<file path="config.mk">
export PLATFORM = sky130hd
export DESIGN_NAME = mfp_top
export DESIGN_NICKNAME = d
export VERILOG_FILES = /design/src/rtl/mfp_pkg.sv /design/src/rtl/mfp_top.sv
export SDC_FILE = /design/constraint.sdc
export NUM_CORES = 1
export LEC_CHECK = 0
export BUFFER_PORTS_ARGS = -buffer_cell sky130_fd_sc_hd__buf_4
export CAP_MARGIN = 30
export CORE_MARGIN = 2
export CORE_UTILIZATION = 30
export DETAILED_ROUTE_END_ITERATION = 10
export PLACE_DENSITY = 0.46
export SYNTH_ARGS = -nofsm -noshare
export SYNTH_HDL_FRONTEND = slang
export SYNTH_SLANG_ARGS = --single-unit
</file>
<file path="constraint.sdc">
create_clock -name ref_clk -period 2.2 [get_ports ref_clk]
set_clock_uncertainty 0.2 [all_clocks]
set_input_delay 0.33 -clock ref_clk [delete_from_list [all_inputs] [get_ports ref_clk]]
set_output_delay 0.33 -clock ref_clk [all_outputs]
set_load 0.01 [all_outputs]
</file>
<file path="src/rtl/mfp_pkg.sv">
// mfp_pkg: constants and carrier types for the fault protection and chop timebase
// assumes a 25 MHz ref_clk; all deglitch counts are derived from it
package mfp_pkg;
  localparam int unsigned CLK_HZ          = 25000000;
  localparam int unsigned CHOP_DIV        = 16;
  localparam int unsigned FAST_CYC        = 6;
  localparam int unsigned OSC_DEF_HZ      = 914000;
  localparam int unsigned OTEMP_NS        = 5000;
  localparam int unsigned OCUR_NS         = 1250;
  localparam int unsigned ULOW_NS         = 1410;
  localparam int unsigned CLK_PERIOD_NS   = 1000000000 / CLK_HZ;
  localparam int unsigned OTEMP_CYC       = (OTEMP_NS + CLK_PERIOD_NS - 1) / CLK_PERIOD_NS;
  localparam int unsigned OCUR_CYC        = (OCUR_NS + CLK_PERIOD_NS - 1) / CLK_PERIOD_NS;
  localparam int unsigned ULOW_CYC        = (ULOW_NS + CLK_PERIOD_NS - 1) / CLK_PERIOD_NS;
  localparam int unsigned OSC_DEF_DIV     = CLK_HZ / OSC_DEF_HZ;
  localparam int unsigned CNT_W           = 8;
  localparam logic [CNT_W-1:0] CNT_ZERO   = 8'h00;
  localparam logic [3:0] PH_ZERO          = 4'h0;

  typedef enum logic [1:0] {
    MFP_CHARGE = 2'b00,
    MFP_FAST   = 2'b01,
    MFP_SLOW   = 2'b10
  } mfp_phase_e;

  typedef struct packed {
    logic over_temp_detect;
    logic over_cur_low;
    logic over_cur_high;
    logic supply_low;
  } mfp_det_s;

  typedef struct packed {
    logic [2:0]       sync_a;
    logic [2:0]       sync_b;
    logic [2:0]       sync_c;
    logic [2:0]       sync_d;
    logic [2:0]       sync_e;
    logic [2:0]       sync_f;
    logic [2:0]       sync_g;
    logic [5:0]       agreed;
    logic [CNT_W-1:0] ot_cnt;
    logic [CNT_W-1:0] oc_cnt;
    logic [CNT_W-1:0] uv_cnt;
    logic             ot_ok;
    logic             oc_ok;
    logic             uv_ok;
    logic             latched;
    logic [CNT_W-1:0] osc_div;
    logic             osc_prev;
    logic [3:0]       phase_cnt;
    logic [3:0]       fast_left;
    mfp_phase_e       phase;
    logic             chop_start;
    logic             bridge_off;
  } mfp_state_s;
endpackage

</file>
<file path="src/rtl/mfp_top.sv">
// mfp_top: fault deglitch, latch, bridge disable, fault flag and chop timebase
// assumes detector and pin inputs are asynchronous; the analog comparators sit outside
`timescale 1ns/10ps

// Behaviour
// - open or grounded pin uses internal oscillator
// - over-temperature after 5us forces bridge off
// - over-current after 1.25us forces all off
// - low-side and high-side over-current both trip
// - thermal/current fault latched until repower/sleep
// - supply low 1.41us forces off, resets logic
// - lockout leaves itself when supply recovers
// - fault flag pulled low while fault latched
// - fast decay six cycles, slow fills rest
module mfp_top (
  input  wire logic              ref_clk,
  input  wire logic              rst_b,
  input  wire mfp_pkg::mfp_det_s det_raw,
  input  wire logic              sleep_b,
  input  wire logic              osc_ext_present,
  input  wire logic              chop_osc_pin,
  input  wire logic              charge_done,
  output logic                   bridge_off,
  output logic                   fault_flag_out_o,
  output logic                   fault_flag_out_oe,
  output logic                   chop_start,
  output mfp_pkg::mfp_phase_e    decay_phase,
  output logic                   logic_reset
);
  // terminal counts of the deglitch, divider and chop counters
  localparam int unsigned   CW        = mfp_pkg::CNT_W;
  localparam logic [CW-1:0] OT_LAST   = CW'(mfp_pkg::OTEMP_CYC - 1);
  localparam logic [CW-1:0] OC_LAST   = CW'(mfp_pkg::OCUR_CYC - 1);
  localparam logic [CW-1:0] UV_LAST   = CW'(mfp_pkg::ULOW_CYC - 1);
  localparam logic [CW-1:0] DIV_LAST  = CW'(mfp_pkg::OSC_DEF_DIV - 1);
  localparam logic [3:0]    CHOP_LAST = 4'(mfp_pkg::CHOP_DIV - 1);
  mfp_pkg::mfp_state_s s_q;
  mfp_pkg::mfp_state_s s_d;
  logic                ot_s;
  logic                ocl_s;
  logic                och_s;
  logic                uv_s;
  logic                slp_s;
  logic                ext_s;
  logic                osc_tick;
  logic                pin_s;

  // a level changes once the second and third stages agree, else it holds
  assign ot_s  = (s_q.sync_a[1] == s_q.sync_a[2]) ? s_q.sync_a[2] : s_q.agreed[0];
  assign ocl_s = (s_q.sync_b[1] == s_q.sync_b[2]) ? s_q.sync_b[2] : s_q.agreed[1];
  assign och_s = (s_q.sync_c[1] == s_q.sync_c[2]) ? s_q.sync_c[2] : s_q.agreed[2];
  assign uv_s  = (s_q.sync_d[1] == s_q.sync_d[2]) ? s_q.sync_d[2] : s_q.agreed[3];
  assign slp_s = ~((s_q.sync_e[1] == s_q.sync_e[2]) ? s_q.sync_e[2] : s_q.agreed[4]);
  assign ext_s = (s_q.sync_f[1] == s_q.sync_f[2]) ? s_q.sync_f[2] : s_q.agreed[5];
  assign pin_s = (s_q.sync_g[1] == s_q.sync_g[2]) ? s_q.sync_g[2] : s_q.osc_prev;

  always_comb
  begin
    s_d = s_q;
    osc_tick = 1'b0;
    s_d.sync_a = {s_q.sync_a[1:0], det_raw.over_temp_detect};
    s_d.sync_b = {s_q.sync_b[1:0], det_raw.over_cur_low};
    s_d.sync_c = {s_q.sync_c[1:0], det_raw.over_cur_high};
    s_d.sync_d = {s_q.sync_d[1:0], det_raw.supply_low};
    s_d.sync_e = {s_q.sync_e[1:0], sleep_b};
    s_d.sync_f = {s_q.sync_f[1:0], osc_ext_present};
    s_d.sync_g = {s_q.sync_g[1:0], chop_osc_pin};
    s_d.agreed = {ext_s, ~slp_s, uv_s, och_s, ocl_s, ot_s};
    s_d.chop_start = 1'b0;
    // deglitch counters restart when the synchronised input drops
    if (!ot_s)
    begin
      s_d.ot_cnt = mfp_pkg::CNT_ZERO;
      s_d.ot_ok  = 1'b0;
    end
    else if (s_q.ot_cnt == OT_LAST)
      s_d.ot_ok = 1'b1;
    else
      s_d.ot_cnt = s_q.ot_cnt + 8'h01;
    if (!(ocl_s | och_s))
    begin
      s_d.oc_cnt = mfp_pkg::CNT_ZERO;
      s_d.oc_ok  = 1'b0;
    end
    else if (s_q.oc_cnt == OC_LAST)
      s_d.oc_ok = 1'b1;
    else
      s_d.oc_cnt = s_q.oc_cnt + 8'h01;
    if (!uv_s)
    begin
      s_d.uv_cnt = mfp_pkg::CNT_ZERO;
      s_d.uv_ok  = 1'b0;
    end
    else if (s_q.uv_cnt == UV_LAST)
      s_d.uv_ok = 1'b1;
    else
      s_d.uv_cnt = s_q.uv_cnt + 8'h01;
    // fault latch: set wins; sleep or lockout clears it
    if (s_q.ot_ok | s_q.oc_ok)
      s_d.latched = 1'b1;
    else if (slp_s | s_q.uv_ok)
      s_d.latched = 1'b0;
    // oscillator source: external pin edges or internal divider
    s_d.osc_prev = pin_s;
    if (ext_s)
    begin
      osc_tick = pin_s & ~s_q.osc_prev;
      s_d.osc_div = mfp_pkg::CNT_ZERO;
    end
    else if (s_q.osc_div == DIV_LAST)
    begin
      osc_tick = 1'b1;
      s_d.osc_div = mfp_pkg::CNT_ZERO;
    end
    else
      s_d.osc_div = s_q.osc_div + 8'h01;
    // chop timebase and decay phases
    if (osc_tick)
    begin
      if (s_q.phase_cnt == CHOP_LAST)
      begin
        s_d.phase_cnt  = mfp_pkg::PH_ZERO;
        s_d.chop_start = 1'b1;
        s_d.phase      = mfp_pkg::MFP_CHARGE;
      end
      else
      begin
        s_d.phase_cnt = s_q.phase_cnt + 4'h1;
        case (s_q.phase)
          mfp_pkg::MFP_CHARGE:
            if (charge_done)
            begin
              s_d.phase     = mfp_pkg::MFP_FAST;
              s_d.fast_left = 4'(mfp_pkg::FAST_CYC - 1);
            end
          mfp_pkg::MFP_FAST:
            if (s_q.fast_left == mfp_pkg::PH_ZERO)
              s_d.phase = mfp_pkg::MFP_SLOW;
            else
              s_d.fast_left = s_q.fast_left - 4'h1;
          mfp_pkg::MFP_SLOW:
            s_d.phase = mfp_pkg::MFP_SLOW;
          default:
            s_d.phase = mfp_pkg::MFP_CHARGE;
        endcase
      end
    end
    s_d.bridge_off = s_d.latched | s_d.uv_ok | slp_s;
    // lockout resets the chop phase counter, decay phase and fast count; the divider keeps running
    if (s_q.uv_ok)
    begin
      s_d.phase_cnt = mfp_pkg::PH_ZERO;
      s_d.phase     = mfp_pkg::MFP_CHARGE;
      s_d.fast_left = mfp_pkg::PH_ZERO;
    end
  end

  always_ff @(posedge ref_clk or negedge rst_b)
  begin
    if (!rst_b)
    begin
      s_q            <= '0;
      s_q.bridge_off <= 1'b1;
    end
    else
      s_q <= s_d;
  end

  assign bridge_off        = s_q.bridge_off;
  assign fault_flag_out_o  = 1'b0;
  assign fault_flag_out_oe = s_q.latched;
  assign chop_start        = s_q.chop_start;
  assign decay_phase       = s_q.phase;
  assign logic_reset       = s_q.uv_ok;

  // protection and timebase checks
  chk_fault_off: assert property (@(posedge ref_clk) disable iff (!rst_b)
    (s_q.ot_ok | s_q.oc_ok) |=> bridge_off) else $error("fault did not turn bridge off");
  chk_latch_set: assert property (@(posedge ref_clk) disable iff (!rst_b)
    (s_q.ot_ok | s_q.oc_ok) |=> s_q.latched) else $error("fault not latched");
  chk_flag_low: assert property (@(posedge ref_clk) disable iff (!rst_b)
    (s_q.ot_ok | s_q.oc_ok) |=> fault_flag_out_oe && !fault_flag_out_o) else $error("flag not low");
  chk_ot_glitch: assert property (@(posedge ref_clk) disable iff (!rst_b)
    !ot_s |=> !s_q.ot_ok) else $error("thermal fault without persistence");
  chk_oc_glitch: assert property (@(posedge ref_clk) disable iff (!rst_b)
    !(ocl_s | och_s) |=> !s_q.oc_ok) else $error("current fault without persistence");
  chk_uv_glitch: assert property (@(posedge ref_clk) disable iff (!rst_b)
    !uv_s |=> s_q.uv_cnt == mfp_pkg::CNT_ZERO) else $error("lockout counter did not restart");
  chk_oc_source: assert property (@(posedge ref_clk) disable iff (!rst_b)
    (ocl_s ^ och_s) && s_q.oc_cnt == OC_LAST |=> s_q.oc_ok) else $error("one-sided over-current ignored");
  chk_oc_delay: assert property (@(posedge ref_clk) disable iff (!rst_b)
    $rose(s_q.oc_ok) |-> $past(s_q.oc_cnt) == OC_LAST) else $error("oc timing");
  chk_ot_delay: assert property (@(posedge ref_clk) disable iff (!rst_b)
    $rose(s_q.ot_ok) |-> $past(s_q.ot_cnt) == OT_LAST) else $error("ot timing");
  chk_uv_off: assert property (@(posedge ref_clk) disable iff (!rst_b)
    s_q.uv_ok |-> bridge_off && logic_reset) else $error("lockout did not disable bridge");
  chk_uv_exit: assert property (@(posedge ref_clk) disable iff (!rst_b)
    !uv_s |=> !s_q.uv_ok) else $error("lockout did not release");
  chk_chop_wrap: assert property (@(posedge ref_clk) disable iff (!rst_b)
    chop_start |-> s_q.phase_cnt == mfp_pkg::PH_ZERO) else $error("chop period wrong");
  chk_chop_phase: assert property (@(posedge ref_clk) disable iff (!rst_b)
    chop_start |-> decay_phase == mfp_pkg::MFP_CHARGE) else $error("period did not start in charge");
  chk_div_tick: assert property (@(posedge ref_clk) disable iff (!rst_b)
    !ext_s && s_q.osc_div == DIV_LAST |-> osc_tick) else $error("internal oscillator tick missing");
  chk_fast_exit: assert property (@(posedge ref_clk) disable iff (!rst_b)
    osc_tick && s_q.phase == mfp_pkg::MFP_FAST && s_q.fast_left == mfp_pkg::PH_ZERO
    && s_q.phase_cnt != CHOP_LAST && !s_q.uv_ok |=> decay_phase == mfp_pkg::MFP_SLOW)
    else $error("fast decay did not end");
  chk_latch_hold: assert property (@(posedge ref_clk) disable iff (!rst_b)
    s_q.latched && !slp_s && !s_q.uv_ok |=> s_q.latched) else $error("latch dropped");
  chk_sleep_off: assert property (@(posedge ref_clk) disable iff (!rst_b)
    slp_s |=> bridge_off) else $error("sleep did not disable bridge");

  // coverage of the main scenarios
  cov_ot: cover property (@(posedge ref_clk) disable iff (!rst_b) $rose(s_q.ot_ok));
  cov_oc: cover property (@(posedge ref_clk) disable iff (!rst_b) $rose(s_q.oc_ok));
  cov_clear: cover property (@(posedge ref_clk) disable iff (!rst_b) $fell(s_q.latched));
  cov_fast: cover property (@(posedge ref_clk) disable iff (!rst_b) decay_phase == mfp_pkg::MFP_FAST);
  cov_slow: cover property (@(posedge ref_clk) disable iff (!rst_b) decay_phase == mfp_pkg::MFP_SLOW);
endmodule // mfp_top

</file>
== After elaboration in Yosys (flattened, before gate mapping) ==
Cells that the tools add are included.
Cells by class
  reductions and logical operators: 6
  add/sub/neg operators: 6
  equal/unequal tests: 24
  bitwise logic cells: 8
  mux-type cells: 36
Operator list (count)
  $mux W8: 8
  $add A8 B1 Y8 const B: 4
  $mux W1: 18
  $eq A8 B5 Y1 const B: 2
  $mux W4: 3
  $mux W11: 1
  $mux W10: 1
  $eq A8 B6 Y1 const B: 1
  $eq A8 B7 Y1 const B: 1
  $ne A2 B2 Y1 const B: 4
  $ne A4 B4 Y1 const B: 2
  $pmux W4 S2: 1
  $eq A1 B1 Y1: 7
  $mux W6: 1
  $ne A3 B3 Y1 const B: 2
  $pmux W2 S3: 1
  $or A1 B1 Y1: 5
  $reduce_and A5 Y1: 1
  $add A4 B1 Y4 const B: 1
  $eq A4 B4 Y1 const B: 1
  $logic_not A4 Y1: 1
  $mux W2: 2
  $ne A2 B1 Y1 const B: 2
  $sub A4 B1 Y4 const B: 1
  8 further kinds: 9
Storage, ports and cells
  output and inout port bits: 7
  logic and storage cells: 102
  bits in registers: 76
  input bits: 10

== Depth between registers and ports, before layout ==
Gate-level depths: netlist (run 1).
  depth in word-level cells: 8
  mapped depth: 8

== Worst setup path after synthesis (run 1) ==
Ideal clock, no wire load.
  kind: register to register
  from: register s_q[13] (netlist name)
  to: register s_q[7] (netlist name)
  path slack: 76 ps
  setup time: 121 ps
  period minus slack after synthesis: 2124 ps
  data required time: 1879 ps
  data arrival time: 1803 ps
  stages on the path, launching flop included: 9
  cells stage by stage: dfrtp_1 -> inv_1 -> ha_1 -> or4b_4 -> nor3_2 -> or2_1 -> buf_6 -> nand4_1 -> a32o_2
On the way
  longest elaborated chain between the ends: 5
Ends and longest elaborated chain
  from (decl): line mfp_top.sv:37  | mfp_pkg::mfp_state_s s_q;
  $eq A8 B5 Y1: line mfp_top.sv:110  | else if (s_q.osc_div == DIV_LAST)
  $mux W1: line mfp_top.sv:110
  $mux W1: line mfp_top.sv:105  | if (ext_s)
  $reduce_bool A2 Y1 (no line)
  $reduce_and A5 Y1 (no line)
Every way passes these cells.
A chain may end at the register's enable or synchronous reset.

== Worst setup path after layout (run 1) ==
  from: register s_q[14] (netlist name)
  to: register s_q (netlist bit decay_phase[1])
On the way
  longest elaborated chain between the ends: 5
Ends and longest elaborated chain (line)
  $eq A8 B5 Y1: mfp_top.sv:110
  $mux W1: mfp_top.sv:110
  $mux W1: mfp_top.sv:105
  $reduce_bool A2 Y1 (no line)
  $reduce_and A3 Y1 (no line)
Every way passes these cells.

==> run metrics, run 1 <==
HPWL reported at the end of detailed placement 3560 um; placed standard-cell area 0.00353 mm2; share of total power in combinational logic 0.194; starting density of the core 0.309; summed area of non-filler cells in the final layout 0.00381 mm2; maximum number of pins on one net before global-route repair 37; final slew viol count 0; arrival time at the worst endpoint between 2 and 2.5 ns; number of global-route vias before repair 2043; Final Wtd Congestion 0.734; Syn Nets 298; kind of cell with the highest combined delay on the critical path simple AND/OR/NAND/NOR gates; Final Util 0.369; top sig layer met4; total of buffers placed on input and output ports 15; number of library cell types mapped by synthesis 51; number of buffers on the longest clock path 2; final sum of negative setup slack 0 ns; clk_lat worst skew 0.34 ns; # fillers roughly 1000; filler-free cell count of the finished design 459; Switching Share 0.292; achievable clock frequency roughly 490 MHz; height of the die 107 um; CTS HTree Levels 3; area of the die 0.0115 mm2; pre-CTS setup slack 0.0974 ns; RSZ-0062 raised after global routing false; switching power total 0.947 mW; total congestion overflow 0; routed metal-1 wirelength approximately 2700 um; worst hold-check slack ~0.15 ns; required time reported for the critical path endpoint around 2.2 ns; LEAKAGE 1.74 nW; ordered list of cells on the worst path ha_1, or4b_4, nor3_4, buf_4, nor2_1, a21oi_1, o32ai_1; endpoint class of the critical path flip-flop; buffers and inverters on the worst path 1; std cell rows 37; design internal power 2.30 mW; worst setup margin 0.157 ns; final layout net count 339; PnR Total Power 3.25 mW; number of top-level pins 17; Diodes inserted 0; number of synthesized register bits 76; slowest cell delay on critical path between 0.4 and 0.5 ns; slowest cell on the critical path sky130_fd_sc_hd__or4b_4; antenna violations before repair 0; Detailed Routing Iterations Pass 1 4; count of warnings emitted by yosys 0; post-DR wirelength/cell 11.5 um; post-synthesis average cell area 11.5 um2; All-Layer GR Usage 0.104; maximum VDD drop 373 uV; status finished clean; top flip-flop cell by instance count after synthesis sky130_fd_sc_hd__dfrtp_1; clock input transition at the sequential cells of the worst setup and hold paths 0.08 ns; total via count in the routed design just over 2000; cell count after synthesis 277; power per cell area 852 mW/mm2; post-detailed-route count of antenna-violating nets 0; number of clock sinks 76; Async SR Flop Fraction 1.00; wire length of the first global-routing pass 9420 um; routed length on met2 around 2300 um; total instance count after detailed placement about 430; share of total power in the clock network 0.291; kind of start point of the critical path flip-flop; TritonCTS clock tree done; number of enable-type register cells in the synthesized netlist 0; Min-Delay Path Class flip-flop to flip-flop; Synth Cell Area 0.00319 mm2; WS Path Type flip-flop to flip-flop; floorplan die width 107 um; Routed WL 5280 um; 1st-iter DRT viols between 100 and 150; clock buffers created by TritonCTS 9; fraction of final layout cells sized beyond drive strength 1 0.173; portion of the clock cycle consumed by the worst path in the final layout 0.929; via/cell ratio 4.48; synthesis-to-finish area growth 19.4%; top fanout value on the critical path 5; # Max-Cap Violations 0; DRC 0; sequential fraction of the synthesis area 0.596; final worst path period need just over 2 ns; clock root buffer sky130_fd_sc_hd__clkbuf_8; relative contribution of sequential cells to total power 0.514; total of endpoints with negative setup slack in the final report 0; Core Box Area 0.0103 mm2; detailed-routed wire length on met3 148 um; number of hold-slack violations in the final timing report 0
==> power groups by stage <==
stage,Clock (mW),Sequential (mW),Combinational [mW]
2_1_floorplan,0,1.67,0.452
3_3_place_gp,0,1.70,0.606
3_5_place_dp,0,1.70,0.615
4_1_cts,0.996,1.67,0.630
5_1_grt,1.05,1.70,0.719
6_report,0.946,1.67,0.630
==> cells by family after synthesis <==
kind of cell | Yosys count | share of synthesized area
fa+ha+maj | 16 | 0.0592
simple gates | 114 | 0.185
buf+inv | 16 | 0.0247
mux | 3 | 0.00941
other cells | 1 | 0.00118
flops | 76 | 0.596
xor+xnor | 21 | 0.0576
compound gates | 30 | 0.0667
==> metal layers <==
| layer | up-vias | GRT usage |
|---|---|---|
| met5 | - | 0 |
| met4 | 0 | 0.0584 |
| met3 | 10 | 0.0237 |
| met2 | 22 | 0.149 |
| met1 | 987 | 0.145 |
| li1 | 1039 | - |
==> state kept, by name, indices dropped and copies added (netlist names) <==
register,count
fault_flag_out_oe,1
bridge_off,1
s_d,14
logic_reset,1
s_q,56
decay_phase,2
chop_start,1
==> final timing paths <==
kind | from | endpoint | slack (ns) | cells after the start
max | s_q[14]$_DFF_PN0_ | decay_phase[1]$_DFFE_PN0P_ | 0.16 | 7
min | s_d[65]$_DFF_PN0_ | s_d[66]$_DFF_PN0_ | 0.15 | 0
max reg2reg | s_q[14]$_DFF_PN0_ | decay_phase[1]$_DFFE_PN0P_ | 0.16 | 7
min reg2reg | s_d[65]$_DFF_PN0_ | s_d[66]$_DFF_PN0_ | 0.15 | 0
max in group asynchronous | rst_b | bridge_off$_DFF_PN1_ | 0.93 | 3
min in group asynchronous | rst_b | s_d[59]$_DFF_PN0_ | 0.29 | 2
==> cell usage after synthesis, drive strengths merged, types with 4 or more instances <==
cell type	n	share of area
nor3	8	0.016
xor2	14	0.038
ha	11	0.043
and3	9	0.018
a21oi	8	0.013
nand3	16	0.025
inv	10	0.012
xnor2	7	0.019
maj3	5	0.016
buf	5	0.012
nand4	4	0.0078
dfrtp	75	0.59
nand2	15	0.018
nor2	43	0.051
o21ai	6	0.0094
==> final cells by class <==
| cell class | count | area, um2 | area share |
|---|---|---|---|
| flip-flops and latches | 76 | 1900 | 0.500 |
| multi-input cells | 185 | 1220 | 0.320 |
| repair buffers | 36 | 303 | 0.0795 |
| well taps | 136 | 170 | 0.0447 |
| clock buffers | 11 | 141 | 0.0371 |
| clock inverters | 5 | 37.5 | 0.00985 |
| inverters | 10 | 37.5 | 0.00985 |
==> what timing repair did <==
item	CTS	global route
setup endpoints to repair	0	7
endpoints found under the hold margin	41	0
buffers inserted	0	1
hold buffers	8	0
gates resized for setup	0	2
==> cell usage in the layout, fill, tap and decap left out, types with 6 or more instances in the layout <==
cell type,n
sky130_fd_sc_hd__a21oi_1,8
sky130_fd_sc_hd__and3_1,8
sky130_fd_sc_hd__buf_4,27
sky130_fd_sc_hd__clkbuf_8,10
sky130_fd_sc_hd__dfrtp_1,75
sky130_fd_sc_hd__dlygate4sd3_1,8
sky130_fd_sc_hd__ha_1,11
sky130_fd_sc_hd__inv_1,10
sky130_fd_sc_hd__nand2_1,15
sky130_fd_sc_hd__nand3_1,16
sky130_fd_sc_hd__nor2_1,43
sky130_fd_sc_hd__nor3_1,6
sky130_fd_sc_hd__xnor2_1,7
sky130_fd_sc_hd__xor2_1,14
No activity file was read; power rests on OpenSTA's default activity.
==> run 2, diff against run 1 <==
--- a/config.mk
+++ b/config.mk
@@ -11,6 +11,7 @@
 export CORE_UTILIZATION = 30
 export DETAILED_ROUTE_END_ITERATION = 10
 export PLACE_DENSITY = 0.46
+export REMOVE_ABC_BUFFERS = 1
 export SYNTH_ARGS = -nofsm -noshare
 export SYNTH_HDL_FRONTEND = slang
 export SYNTH_SLANG_ARGS = --single-unit
==> run metrics, run 2 (same netlist as run 1, synthesis figures left out) <==
status finished clean; wire length of the first global-routing pass 9780 um; worst reg-to-reg setup slack 0.17 ns; via/cell ratio approximately 4.5; Hold Path Stages 0; worst rel slew slack 0.662; end of the worst hold path s_d[57]$_DFF_PN0_; antenna violations before repair 0; Detailed Routing Iterations Pass 1 4; arrival time at the worst endpoint 2.07 ns; most used cells in the layout excluding fill and tap cells sky130_fd_sc_hd__dfrtp_1 (75), sky130_fd_sc_hd__nor2_1 (43), sky130_fd_sc_hd__buf_4 (27); kind of start point of the critical path flip-flop; height of the die 107 um; largest register by flop count s_q; total via count in the routed design 2054; total of endpoints with negative setup slack in the final report 0; final slew viol count 0; number of global-route vias before repair about 2000; maximum VDD drop 325 uV; number of clock sinks 76; number of top-level pins 17; TritonCTS clock tree done; worst reg2reg path startpoint s_q[13]$_DFF_PN0_; clock root buffer sky130_fd_sc_hd__clkbuf_8; starting density of the core 0.309; RSZ-0062 raised after global routing false; DRC 0; Core Box Area 0.0103 mm2; final sum of negative setup slack 0 ns; portion of the clock cycle consumed by the worst path in the final layout 0.921; commonest non-fill, non-tap cell in the layout sky130_fd_sc_hd__dfrtp_1; area of the die 0.0115 mm2; clock buffers created by TritonCTS 9; power per cell area 850 mW/mm2; post-DR wirelength/cell 12.0 um; achievable clock frequency 494 MHz; reg-to-reg endpoint s_q[7]$_DFFE_PN0P_; clock input transition at the sequential cells of the worst setup and hold paths approximately 0.080 ns; Diodes inserted 0; clk_lat worst skew 0.35 ns; number of buffers on the longest clock path 2; total congestion overflow 0; total of buffers placed on input and output ports 15; PnR Total Power 3.23 mW; Min-Delay Path Class flip-flop to flip-flop; Hold Startpoint s_d[56]$_DFF_PN0_; final layout net count 339; CTS HTree Levels 3; All-Layer GR Usage 0.110; # Max-Cap Violations 0; flip-flop count of the largest register after layout 56; actual slew at the worst max-slew pin 0.504 ns; number of hold-slack violations in the final timing report 0; Routed WL 5520 um; Final Wtd Congestion around 0.73; 1st-iter DRT viols 104; LEAKAGE ~1.7 nW; std cell rows 37; count of cells along the worst register-to-register path 7; final worst path period need a little over 2 ns; worst hold-check slack 0.154 ns; endpoint class of the critical path flip-flop; post-detailed-route count of antenna-violating nets 0; setup fix buffers added after clock tree synthesis 0; fraction of final layout cells sized beyond drive strength 1 0.173; top fanout value on the critical path 7; WS Path Type flip-flop to flip-flop; HPWL reported at the end of detailed placement 3690 um; floorplan die width around 110 um; synthesis-to-finish area growth 19.1%; maximum number of pins on one net before global-route repair between 50 and 60; required time reported for the critical path endpoint ~2.2 ns
-- run 2: final cells by class --
type	instances	area [um2]
clock buffers	10	128
clock inverters	6	41.3
fillers	1018	6520
multi-input cells	185	1220
flip-flops and latches	76	1900
inverters	10	37.5
repair buffers	36	303
well taps	136	170
-- run 2: timing repair --
item                                    in CTS  in global routing
endpoints found under the hold margin       27                  0
hold buffers                                 8                  0
resized for setup                            0                  2
endpoints found under the setup margin       0                  9
-- run 2: worst max-delay path, cell delays in order (launching register included) --
cell and delay [ns]:
sky130_fd_sc_hd__dfrtp_1 0.38, sky130_fd_sc_hd__inv_1 0.05, sky130_fd_sc_hd__ha_1 0.13, sky130_fd_sc_hd__or4b_4 0.48
sky130_fd_sc_hd__nor3_4 0.15, sky130_fd_sc_hd__or2_4 0.18, sky130_fd_sc_hd__nand4_1 0.08, sky130_fd_sc_hd__a32o_2 0.28
-- run 2: per-stage QoR --
stage,cells,cell area (um2),util,setup slack (ns)
after global routing,459,3800,0.368,0.0205
after CTS,459,3790,0.367,0.00170
after detailed placement,435,3540,0.343,0.0167
after floorplan,271,3150,-,0.0539
final,459,3800,0.368,0.174
after global placement,435,3540,0.343,0.0180
-- run 2: power breakdown --
group | internal [mW] | total, mW | switching [mW]
sequential | 1.56 | 1.67 | 0.116
clock | 0.407 | 0.924 | 0.517
combinational | 0.304 | 0.634 | 0.330
-- run 2: how the worst max path moves through the flow --
stage                         end  cells past startpoint              start
6_report       s_q[7]$_DFFE_PN0P_                      7  s_q[13]$_DFF_PN0_
5_1_grt        s_q[7]$_DFFE_PN0P_                      7  s_q[13]$_DFF_PN0_
4_1_cts        s_q[7]$_DFFE_PN0P_                      7  s_q[13]$_DFF_PN0_
3_5_place_dp   s_q[7]$_DFFE_PN0P_                      7  s_q[13]$_DFF_PN0_
3_3_place_gp   s_q[7]$_DFFE_PN0P_                      7  s_q[13]$_DFF_PN0_
2_1_floorplan  s_q[7]$_DFFE_PN0P_                      7  s_q[13]$_DFF_PN0_
-- run 2: routing by layer --
| layer | track usage | share of wire | vias to the layer above |
|---|---|---|---|
| met5 | 0 | 0 | - |
| met4 | 0.0751 | 0.024 | 0 |
| met3 | 0.0225 | 0.029 | 12 |
| met2 | 0.160 | 0.44 | 29 |
| met1 | 0.147 | 0.51 | 983 |
| li1 | - | - | 1030 |
